`src/shared/lcc_cfg.svh`:
```
// Constants of the logic cell cluster: sizes, config word layout, offsets.
// Included by the package, the cluster module and the testbench; definitions only.
`ifndef LCC_CFG_SVH
`define LCC_CFG_SVH

`define LCC_NCELL 10
`define LCC_GROUP 5

// Register map (byte addresses, one word each)
`define LCC_ADDR_W 8
`define LCC_OFS_CFG0 8'h00
`define LCC_OFS_QREG 8'h40
`define LCC_OFS_COMB 8'h44

// Cell config word fields
`define LCC_F_MASK_LO 0
`define LCC_F_ARITH 16
`define LCC_F_CSEL 17
`define LCC_F_START 18
`define LCC_F_LCHAIN 19
`define LCC_F_RCHAIN 20
`define LCC_F_PACK 21
`define LCC_F_OREG 22
`define LCC_F_COUNT 23
`define LCC_CFG_RST 32'h0000_0000

`endif

```
`src/shared/lcc_pkg.sv`:
```
// Types of the logic cell cluster.
// Assumes lcc_cfg.svh on the include path.
`include "lcc_cfg.svh"

package lcc_pkg;

    typedef enum logic {
        LCC_MODE_NORMAL,
        LCC_MODE_ARITH
    } lcc_mode_t;

    typedef struct packed {
        logic [`LCC_NCELL-1:0][31:0] cfg;
        logic [`LCC_NCELL-1:0] q;
        logic [31:0] rdata;
    } lcc_state_t;

endpackage : lcc_pkg

```
`src/verilog/lcc_cluster.sv`:
```
// Ten-cell logic cluster: lookup tables, carry-select chain, cell registers.
// Assumes same-clock drivers on every input and a config port master
// that never issues read and write together.
//
// Design decisions made here: the plain strobed port and the register addresses.
`timescale 1ns/1ps
`include "lcc_cfg.svh"

module lcc_cluster
    import lcc_pkg::*;
#(
    parameter int NCELL = `LCC_NCELL
) (
    // Clock and reset
    input wire logic clk,
    input wire logic reset,
    // Config port
    input wire logic [`LCC_ADDR_W-1:0] reg_addr,
    input wire logic [31:0] reg_wdata,
    input wire logic reg_wr,
    input wire logic reg_rd,
    output logic [31:0] reg_rdata,
    // Cell data inputs, four per cell
    input wire logic [`LCC_NCELL-1:0][3:0] cell_data,
    // Cluster-wide controls
    input wire logic cell_ena,
    input wire logic cell_aclr,
    input wire logic cell_aload,
    input wire logic cell_sclr,
    input wire logic cell_sload,
    input wire logic addnsub,
    // Chains from and to neighbouring clusters
    input wire logic cluster_carry_in,
    input wire logic reg_chain_in,
    output logic cluster_carry_out,
    output logic reg_chain_out,
    // Cell outputs
    output logic [`LCC_NCELL-1:0] cell_comb,
    output logic [`LCC_NCELL-1:0] cell_reg,
    output logic [`LCC_NCELL-1:0] cell_out
);

    generate
        if (NCELL != `LCC_NCELL) begin : g_bad_ncell
            $error("lcc_cluster: NCELL must match the packed state width");
        end
    endgenerate

    // ==============================================================
    // State and combinational datapath
    // ==============================================================
    lcc_state_t state_reg;
    lcc_state_t state_next;
    logic [NCELL-1:0] comb;
    logic [NCELL-1:0] qout;
    logic carry_final;

    always_comb begin : p_next
        logic c0;
        logic c1;
        logic grp_sel;
        logic grp_carry;
        logic selc;
        logic prev_comb;
        logic a;
        logic b;
        logic n0;
        logic n1;
        logic cnt;
        logic load_ok;
        logic dreg;
        logic rchain;
        logic [3:0] d;
        logic [3:0] idx;
        logic [31:0] cw;
        lcc_mode_t mode;
        c0 = 1'b0;
        c1 = 1'b1;
        grp_sel = cluster_carry_in;
        grp_carry = 1'b0;
        selc = 1'b0;
        prev_comb = 1'b0;
        a = 1'b0;
        b = 1'b0;
        n0 = 1'b0;
        n1 = 1'b0;
        cnt = 1'b0;
        load_ok = 1'b0;
        dreg = 1'b0;
        rchain = reg_chain_in;
        d = 4'h0;
        idx = 4'h0;
        cw = 32'h0000_0000;
        mode = LCC_MODE_NORMAL;
        state_next = state_reg;
        comb = '0;
        qout = '0;
        for (int i = 0; i < NCELL; i++) begin
            cw = state_reg.cfg[i];
            d = cell_data[i];
            mode = cw[`LCC_F_ARITH] ? LCC_MODE_ARITH : LCC_MODE_NORMAL;
            cnt = (mode == LCC_MODE_ARITH) && cw[`LCC_F_COUNT];
            // second group selected by fifth cell's carry
            if (i == `LCC_GROUP) begin
                grp_sel = grp_carry;
                c0 = 1'b0;
                c1 = 1'b1;
            end
            // counter feeds back own register, down adds all ones
            a = cnt ? state_reg.q[i] : d[0];
            b = cnt ? ~d[3] : d[1];
            if (mode == LCC_MODE_ARITH && !cnt) begin
                b = b ^ addnsub;
            end
            // chain may begin at any cell
            if (cw[`LCC_F_START]) begin
                // add/subtract seeds only the first carry
                c0 = cnt ? d[3] : addnsub;
                c1 = c0;
            end
            selc = grp_sel ? c1 : c0;
            // carry or fourth input, chained first input
            idx = {cw[`LCC_F_CSEL] ? selc : d[3], d[2], d[1],
                   (cw[`LCC_F_LCHAIN] && i != 0) ? prev_comb : d[0]};
            // precomputed sums for carry zero and one
            if (mode == LCC_MODE_ARITH) begin
                comb[i] = selc ? ~(a ^ b) : (a ^ b);
                // each chain carry picks its own carry-out
                n0 = c0 ? (a | b) : (a & b);
                n1 = c1 ? (a | b) : (a & b);
                c0 = n0;
                c1 = n1;
            end else begin
                // normal cells pass the chain to a cell table
                comb[i] = cw[`LCC_F_MASK_LO + idx];
            end
            if (i == `LCC_GROUP - 1) begin
                grp_carry = grp_sel ? c1 : c0;
            end
            prev_comb = comb[i];

            // packed register takes fourth input, table stays free
            if (cw[`LCC_F_RCHAIN]) begin
                dreg = rchain;
            end else if (mode == LCC_MODE_NORMAL && cw[`LCC_F_PACK]) begin
                dreg = d[3];
            end else begin
                dreg = comb[i];
            end
            load_ok = cell_ena && (!cnt || d[2]);
            // clear, then load, then enabled data
            if (cell_aclr) begin
                state_next.q[i] = 1'b0;
                qout[i] = 1'b0;
            end else if (cell_aload) begin
                state_next.q[i] = d[3];
                qout[i] = d[3];
            end else begin
                qout[i] = state_reg.q[i];
                // synchronous controls hit every enabled cell together; a counter cell also needs d[2]
                if (load_ok) begin
                    if (cell_sclr) begin
                        state_next.q[i] = 1'b0;
                    end else if (cell_sload) begin
                        state_next.q[i] = d[3];
                    end else begin
                        state_next.q[i] = dreg;
                    end
                end
            end
            rchain = state_reg.q[i];
        end
        // carry to next cluster up the column
        carry_final = grp_sel ? c1 : c0;

        // Config writes, reads answered from flops next cycle
        if (reg_wr && reg_addr[1:0] == 2'b00 && reg_addr[`LCC_ADDR_W-1:2] < NCELL[`LCC_ADDR_W-3:0]) begin
            state_next.cfg[reg_addr[`LCC_ADDR_W-1:2]] = reg_wdata;
        end
        state_next.rdata = 32'h0000_0000;
        if (reg_rd) begin
            if (reg_addr == `LCC_OFS_QREG) begin
                state_next.rdata[NCELL-1:0] = qout;
            end else if (reg_addr == `LCC_OFS_COMB) begin
                state_next.rdata[NCELL:0] = {carry_final, comb};
            end else if (reg_addr[1:0] == 2'b00 &&
                         reg_addr[`LCC_ADDR_W-1:2] < NCELL[`LCC_ADDR_W-3:0]) begin
                state_next.rdata = state_reg.cfg[reg_addr[`LCC_ADDR_W-1:2]];
            end
        end
    end : p_next

    // Async controls act through the output override, so flops only ever
    // take constants on reset.
    always_ff @(posedge clk or posedge reset) begin
        if (reset) begin
            state_reg.cfg <= {NCELL{`LCC_CFG_RST}};
            state_reg.q <= '0;
            state_reg.rdata <= 32'h0000_0000;
        end else begin
            state_reg <= state_next;
        end
    end

    // ==============================================================
    // Outputs
    // ==============================================================
    always_comb begin
        for (int i = 0; i < NCELL; i++) begin
            // bypass for adders, register for accumulators
            cell_out[i] = state_reg.cfg[i][`LCC_F_OREG] ? qout[i] : comb[i];
        end
    end

    // both versions of the table output
    assign cell_comb = comb;
    assign cell_reg = qout;
    assign reg_chain_out = qout[NCELL-1];
    assign cluster_carry_out = carry_final;
    assign reg_rdata = state_reg.rdata;

    // ==============================================================
    // Checks
    // ==============================================================
    logic [NCELL-1:0] chk_a;
    logic [NCELL-1:0] chk_b;
    logic chk_plain;
    logic [NCELL:0] chk_sum;
    logic [NCELL-1:0] chk_d3;

    always_comb begin
        chk_plain = 1'b1;
        for (int i = 0; i < NCELL; i++) begin
            chk_a[i] = cell_data[i][0];
            chk_b[i] = cell_data[i][1] ^ addnsub;
            chk_d3[i] = cell_data[i][3];
            if (!state_reg.cfg[i][`LCC_F_ARITH] || state_reg.cfg[i][`LCC_F_COUNT] ||
                state_reg.cfg[i][`LCC_F_START] != (i == 0)) begin
                chk_plain = 1'b0;
            end
        end
        chk_sum = {1'b0, chk_a} + {1'b0, chk_b} + {{NCELL{1'b0}}, addnsub};
    end
endmodule : lcc_cluster

```
`config.mk`:
```
export PLATFORM = sky130hd
export DESIGN_NAME = lcc_cluster
export DESIGN_NICKNAME = d
export VERILOG_FILES = /design/src/shared/lcc_pkg.sv /design/src/verilog/lcc_cluster.sv
export VERILOG_INCLUDE_DIRS = /design/src /design/src/shared
export SDC_FILE = /design/constraint.sdc
export NUM_CORES = 1
export LEC_CHECK = 0
export ABC_AREA = 1
export BUFFER_PORTS_ARGS = -buffer_cell sky130_fd_sc_hd__buf_4
export CAP_MARGIN = 10
export CORE_MARGIN = 2
export CORE_UTILIZATION = 55
export CTS_CLUSTER_SIZE = 40
export DETAILED_ROUTE_END_ITERATION = 8
export PLACE_DENSITY = 0.74
export SYNTH_ARGS = -nofsm -noshare
export SYNTH_HDL_FRONTEND = slang
export SYNTH_SLANG_ARGS = --single-unit
```
`constraint.sdc`:
```
create_clock -name clk -period 15.6 [get_ports clk]
set_clock_uncertainty 0.2 [all_clocks]
set_input_delay 1.56 -clock clk [delete_from_list [all_inputs] [get_ports clk]]
set_output_delay 1.56 -clock clk [all_outputs]
set_load 0.02 [all_outputs]
```
==> results of run 1 <==
logic make-up (layout without fill, tap and decap cells):
group | count (synthesis) | in the layout | share of synthesized area
AO/OA/AOI/OAI | 745 | 745 | 0.219
XOR/XNOR | 5 | 5 | 0.00217
other | 0 | 2 | 0
flip-flops | 362 | 362 | 0.449
adder cells (fa/ha/maj) | 20 | 20 | 0.0124
buffers and inverters | 451 | 547 | 0.0927
AND/OR/NAND/NOR | 1024 | 1024 | 0.224
multiplexers | 1 | 1 | 0.000558
cell usage after synthesis, types with 5 or more instances:
library cell and instances:
nand2_2 8, nand3b_1 18, nand2_1 655, nor2_1 44, a221oi_1 32, a22oi_1 51, buf_4 44, buf_1 7
nand3_1 254, nand3_4 9, buf_2 5, ha_1 20, clkbuf_1 104, nand3_2 11, o21ai_0 453, o22a_1 14
o221ai_1 40, o211ai_1 14, nand4_1 9, o22ai_1 39, dfrtp_1 362, or2_2 9, nand2_4 6, a31oi_1 8
inv_1 284, a21oi_1 55
worst max-delay path: cells and delay by family:
kind / cells / cell delay (ps)
fa+ha+maj: 1 / 330
buf+inv: 3 / 450
simple gates: 69 / 6500
compound gates: 4 / 940
per-layer routing:
metal / routed length (microns) / GRT usage / share of wire / up-vias
li1: - / - / - / 9003
met1: 30400 / 0.543 / 0.40 / 9643
met2: 33300 / 0.613 / 0.44 / 1233
met3: 8580 / 0.0964 / 0.11 / 233
met4: 3670 / 0.191 / 0.048 / 2
met5: 19 / 0 / 0.00025 / -
report_power, final:
part | leakage, nW | total, W | internal [W] | switching, W
Combinational | 4.94 | 0.000295 | 0.0000897 | 0.000205
Sequential | 5.03 | 0.000980 | 0.000960 | 0.0000201
Clock | 0.669 | 0.000999 | 0.000597 | 0.000402
Total | 10.6 | 0.00227 | 0.00165 | 0.000628
final timing paths:
path / start / endpoint / slack, ps
max in group asynchronous: reset / state_reg[146] / 11920
min reg2reg: state_reg[46] / state_reg[46] / 290
max: addnsub / cell_out[9] / 4010
min in group asynchronous: reset / state_reg[313] / 840
max reg2reg: state_reg[58] / p_next.rchain / 6580
min: state_reg[46] / state_reg[46] / 290
stage by stage:
stage	util	std cells	hold WS, ps	instance area (sq um)	total power (W)
2_1_floorplan	-	2608	253	20200	0.00116
3_5_place_dp	0.590	3099	273	21400	0.00128
3_3_place_gp	0.590	3099	265	21400	0.00128
6_report	0.628	3174	285	22800	0.00227
4_1_cts	0.628	3172	287	22800	0.00227
5_1_grt	0.628	3172	310	22800	0.00234
layout make-up:
| type | count | area [sq um] | area share |
|---|---|---|---|
| Clock inverter | 15 | 214 | 0.00938 |
| Clock buffer | 58 | 1150 | 0.0504 |
| Antenna cell | 2 | 5.00 | 0.000219 |
| Multi-Input combinational cell | 1795 | 9330 | 0.409 |
| Timing Repair Buffer | 184 | 1380 | 0.0605 |
| Inverter | 290 | 1100 | 0.0480 |
| Sequential cell | 362 | 9060 | 0.397 |
| Tap cell | 468 | 586 | 0.0257 |
==> run summary, run 1 <==
The max-capacitance violation count came out at 0. The worst setup path is of the in -> out kind. The upper clock frequency limit is roughly 86 MHz.

The number of nets in the finished design is 2,785. In this run the horizontal extent of the chip is 196 microns. Leaving out fill and tap cells, the most frequent cells in the layout are nand2_1, o21ai_0, dfrtp_1. Detailed placement ended at an HPWL of roughly 55 mm. The initial cell density of the core is 0.556. The detail route stage leaves a number of antenna-violating nets equal to 0.

STA classifies the critical path startpoint as an input pin. Counting every net in the synthesized netlist gives between 2,000 and 3,000. The count of hold-fix buffers inserted at cts is 0. The worst hold path was traced through 2 stages. The number of buffers created by CTS came out at 40. After detailed routing, the average wire length per cell comes to ~24 microns.

The biggest area contributor in the post-synthesis netlist is dfrtp_1. The first-pass GRT wire length is between 100 and 150 mm. The total core area came out at between 0.03 and 0.04 sq mm.

Dividing the final minimum period by the clock period gives 0.743. The area added between synthesis and finish is 13.0%. The slowest stage of the critical path belongs to the cell o21ai_2. The area share of the leading cell type in the synthesized netlist came out at 0.449. The maximum cell stage delay along the critical path is 370 ps. The main flop type after synthesis is dfrtp_1. The number of enable-type register cells in the synthesized netlist came out at 0. The die area is ~0.038 sq mm.

The headroom to the max-slew limit is 0.297. The number of antenna violations at the first check in global routing came out at 1. The vertical extent of the die is a little under 200 microns. Of the cells placed in the final design, the portion with a size suffix greater than 1 is 0.115. Setup repair after global routing left no endpoint under its margin. The maximum root-to-sink buffer count is 3.

The time the worst path needs with I/O delays and setup came out at between 10,000 and 15,000 ps. The post-CTS setup buffer count is 0. The filler cells instantiated in the layout total between 3,000 and 4,000. The combined area of all synthesized cells is 0.0202 sq mm.

The via count of the first global-routing pass is between 15,000 and 20,000. The maximum level of the CTS H-tree is 2. The count of final max-slew check failures is 0.

The pre-CTS worst setup slack came out at 4140 ps. The flow ran to the end, and the final reports show no timing, DRC or antenna violations. The synthesized area per cell came out at a little under 8 sq um.

The number of distinct library cells after synthesis came out at 52. The number of DRC violations after detailed routing is 0. The insertion delay to the later sink of the worst-skew pair came out at a little under 600 ps.

For this run, the register share of the synthesized area comes to 0.449. The congestion estimate from routability-driven global placement came to around 0.99. The endpoint class of the critical path is a primary output. The required time of the critical path came out at approximately 14,000 ps. The length in cells of the worst reg-to-reg path came out at 84. For this design, the sink count on the clock tree is approximately 360. In the routed layout, each cell is associated on average with a via count of about 6.3. Yosys printed 0 warnings. The clock slew at the register clock pins of the worst setup and hold paths came out at roughly 60 ps. The count of buffers added on input and output ports is around 160.

Of all nets on the critical path, the largest fanout is 17. The worst-margin pin slew is around 1100 ps. The number of synthesized register bits is around 360. The final total negative setup slack is 0 ps. The vias after detailed routing came out at 20,100. The worst-case setup margin in the final layout is about 4000 ps.

The pin count of the biggest net entering global routing is between 80 and 90. The post-cts repair resize count came out at 0. IR analysis of the VDD net gives a maximum drop of between 0.09 and 0.1 mV.

For this run, asynchronously set or reset flops after synthesis account for 1.00. The most frequent standard cell in the layout excluding fill and tap cells is nand2_1. The register with the most flip-flops in the layout has ~300 of them. Yosys attributes the largest share of cell area to dfrtp_1, nand2_1, o21ai_0, nand3_1, inv_1. The total leakage power came out at between 10 and 15 nW. The total number of placement rows came out at 70.

The final global-route overflow total came out at 0. The total iterations of the first detailed-routing run came out at 6. The tree is rooted in a clkbuf_16. The class of the tightest hold or removal check is reg -> reg. 156 I/O pins were placed. The final-report setup violation count came out at 0. The total power per unit cell area is about 100 mW/mm^2.

The overall fraction of global-route tracks in use came out at 0.402. After detailed routing, the total wire length is roughly 76 mm. The final hold violation count is 0. The number of DRC markers in iteration 0 is ~2,600. The CTS tree is done. The critical path data arrival time came out at 9830 ps. The cell occurring most often along the worst timing path is nand3_1.

The gate count of the mapped netlist came out at roughly 2,600.
(Power assumes the default switching activity.)
==> run 2: changes to the inputs <==
==> constraint.sdc (replaced) <==
create_clock -name clk -period 11.3 [get_ports clk]
set_clock_uncertainty 0.2 [all_clocks]
set_input_delay 1.13 -clock clk [delete_from_list [all_inputs] [get_ports clk]]
set_output_delay 1.13 -clock clk [all_outputs]
set_load 0.02 [all_outputs]
==> run summary, run 2 (same netlist as run 1, synthesis figures left out) <==
TritonCTS built the clock tree. The antenna violation net count after detailed routing is 0. The top cell types in the final layout, fill and taps aside, are nand2_1, o21ai_0, dfrtp_1. The register with the most flip-flops in the layout has about 300 of them.

The first-pass GRT wire length is ~120 mm. The total iterations of the first detailed-routing run came out at 6. The flow ran to the end, and the final reports show no timing, DRC or antenna violations. In the routed layout, each cell is associated on average with a via count of around 6.4. The slowest stage of the critical path belongs to the cell o21ai_4.

The clock slew at the register clock pins of the worst setup and hold paths is around 60 ps. The time the worst path needs with I/O delays and setup is between 10,000 and 15,000 ps. The post-route non-filler standard cell count came out at roughly 3,200.

VDD sags by at most ~0.12 mV. The critical path data arrival time is between 9000 and 10,000 ps. Routability-driven placement finished with a final weighted congestion of between 1 and 1.5. The clock root buffer master is clkbuf_16.

The number of nets in the finished design is 2,797. The maximum level of the CTS H-tree is 2. The final hold violation count was 0.

The number of DRC markers in iteration 0 came out at 2,845. In this run the deepest clock path goes through 3 buffers. The number of placed instances, taps included is a little over 3,000. The startpoint class of the critical path is an input pin. The number of buffers created by CTS is 41. The number of ports placed on the die boundary is roughly 160. For this design the static power due to leakage is about 11 nW.

In this run the worst hold path is classified as reg -> reg. The via count of the first global-routing pass came out at 19,000. The total buffers and inverters traversed by the critical path is 5. Summed over all failing endpoints, the final setup total negative slack is 0 ps.

The number of inserted diodes came out at 0. The number of antenna violations at the first check in global routing came to 1. Leaving out fill and tap cells, the most frequent cell in the layout is nand2_1.

The later pin in the worst-skew pair is clocked with a latency of about 570 ps. The total number of placement rows came out at 70. The setup check on the worst reg-to-reg path leaves a slack of 2440 ps. The count of final max-slew check failures is 0. Broken down by cell family, the worst path's largest delay share belongs to simple AND/OR/NAND/NOR gates. The number of DRC violations after detailed routing came out at 0. The total core area is 0.0363 sq mm. The final-report setup violation count came out at 0. The fraction of layout instances using a drive strength above 1 is 0.128. The total power per unit cell area is around 140 mW/mm^2. The startpoint identified for the worst register-to-register timing path is state_reg[58].

The peak fanout along the critical path came out at 9. The overall fraction of global-route tracks in use is 0.404. The count of input and output buffers came out at 155. The die covers 0.0383 sq mm. By startpoint and endpoint, the worst setup path is classified as in -> out.

The worst setup path is captured at a primary output. The maximum cell stage delay along the critical path came out at slightly below 300 ps. The final global-route overflow total is 0. In this design, the critical path's most frequently occurring cell is nand3_1. The initial utilization of the core area, before any placement, comes to 0.556. The vertical extent of the die came out at between 150 and 200 microns. The area added between synthesis and finish came out at 14.6%.

The headroom to the max-slew limit came out at 0.212. The chip width is between 150 and 200 microns. The total number of clock tree sinks is 362. In the post-route analysis, the smallest setup slack over all paths is between 800 and 900 ps. The most critical setup path has its startpoint at cell_data[0].

The max-capacitance violation count is 0. The vias after detailed routing came out at 20,300. The pre-CTS worst setup slack is around 600 ps. The post-detailed-routing wire length came out at around 77 mm. STA puts the critical path data required time at 9970 ps.

In the final routed layout, each cell accounts on average for about 24 microns. Based on the critical path, the design can be clocked at up to 95.8 MHz. The pin count of the biggest net entering global routing is 175.

At the pin with the least slew margin, the transition time is between 1000 and 1500 ps. The start point of the worst hold path is state_reg[119]. The share of the cycle needed by the critical path after routing is 0.924. The placed wire-length estimate after detailed placement came out at 54.6 mm. The final core utilization came out at 0.637.
[run 2: cell types whose count changed in the layout (fill, tap and decap cells not counted), moves of 3 or more]
cell	change
clkinvlp_4	+3
clkbuf_8	+8
nand3_1	-8
buf_4	+4
nand3_2	+11
clkbuf_1	-10
[run 2: path summary, 6_finish.rpt]
kind | to | depth (start not counted)
max | cell_out[9] | 79
min | state_reg[119] | 2
max reg2reg | reg_rdata[9] | 79
min reg2reg | state_reg[119] | 2
max in group asynchronous | state_reg[58] | 4
min in group asynchronous | state_reg[112] | 2
[run 2: area by class of cell]
| type | count | area (sq um) |
|---|---|---|
| clock inverters | 18 | 263 |
| repair buffers | 190 | 1440 |
| flip-flops and latches | 362 | 9060 |
| well taps | 468 | 586 |
| inverters | 290 | 1090 |
| fillers | 3207 | 13200 |
| multi-input cells | 1800 | 9470 |
| clock buffers | 56 | 1220 |
[run 2: routing by layer]
| metal | global-route usage | routed length, microns | part of all wire |
|---|---|---|---|
| met4 | 0.181 | 3800 | 0.049 |
| met5 | 0 | 0 | 0 |
| met3 | 0.0860 | 8680 | 0.11 |
| met2 | 0.619 | 34200 | 0.44 |
| met1 | 0.555 | 30400 | 0.39 |
[run 2: what timing repair did]
| item | CTS | global route |
|---|---|---|
| hold endpoints to repair | 0 | 0 |
| buffers inserted | 0 | 7 |
| resized for setup | 0 | 24 |
| hold buffers | 0 | 0 |
| endpoints found under the setup margin | 0 | 2 |
[run 2: where the power goes]
group | internal, W | leakage, nW | total [W] | switching, W
Combinational | 0.000126 | 4.98 | 0.000413 | 0.000286
Clock | 0.000896 | 0.730 | 0.00147 | 0.000570
Sequential | 0.00132 | 5.02 | 0.00135 | 0.0000291
Total | 0.00235 | 10.7 | 0.00323 | 0.000885
[run 2: tightest hold or removal path, stage by stage (launching register included)]
cell and delay, ps:
dfrtp_1 340, nand2_1 50, o21ai_0 60
[run 2: stage by stage]
stage | cell area [sq um] | total power (W) | hold WS (ps)
2_1_floorplan | 20200 | 0.00161 | 253
5_1_grt | 23100 | 0.00332 | 302
4_1_cts | 22900 | 0.00322 | 287
3_5_place_dp | 21400 | 0.00177 | 273
6_report | 23100 | 0.00323 | 286
3_3_place_gp | 21400 | 0.00176 | 265
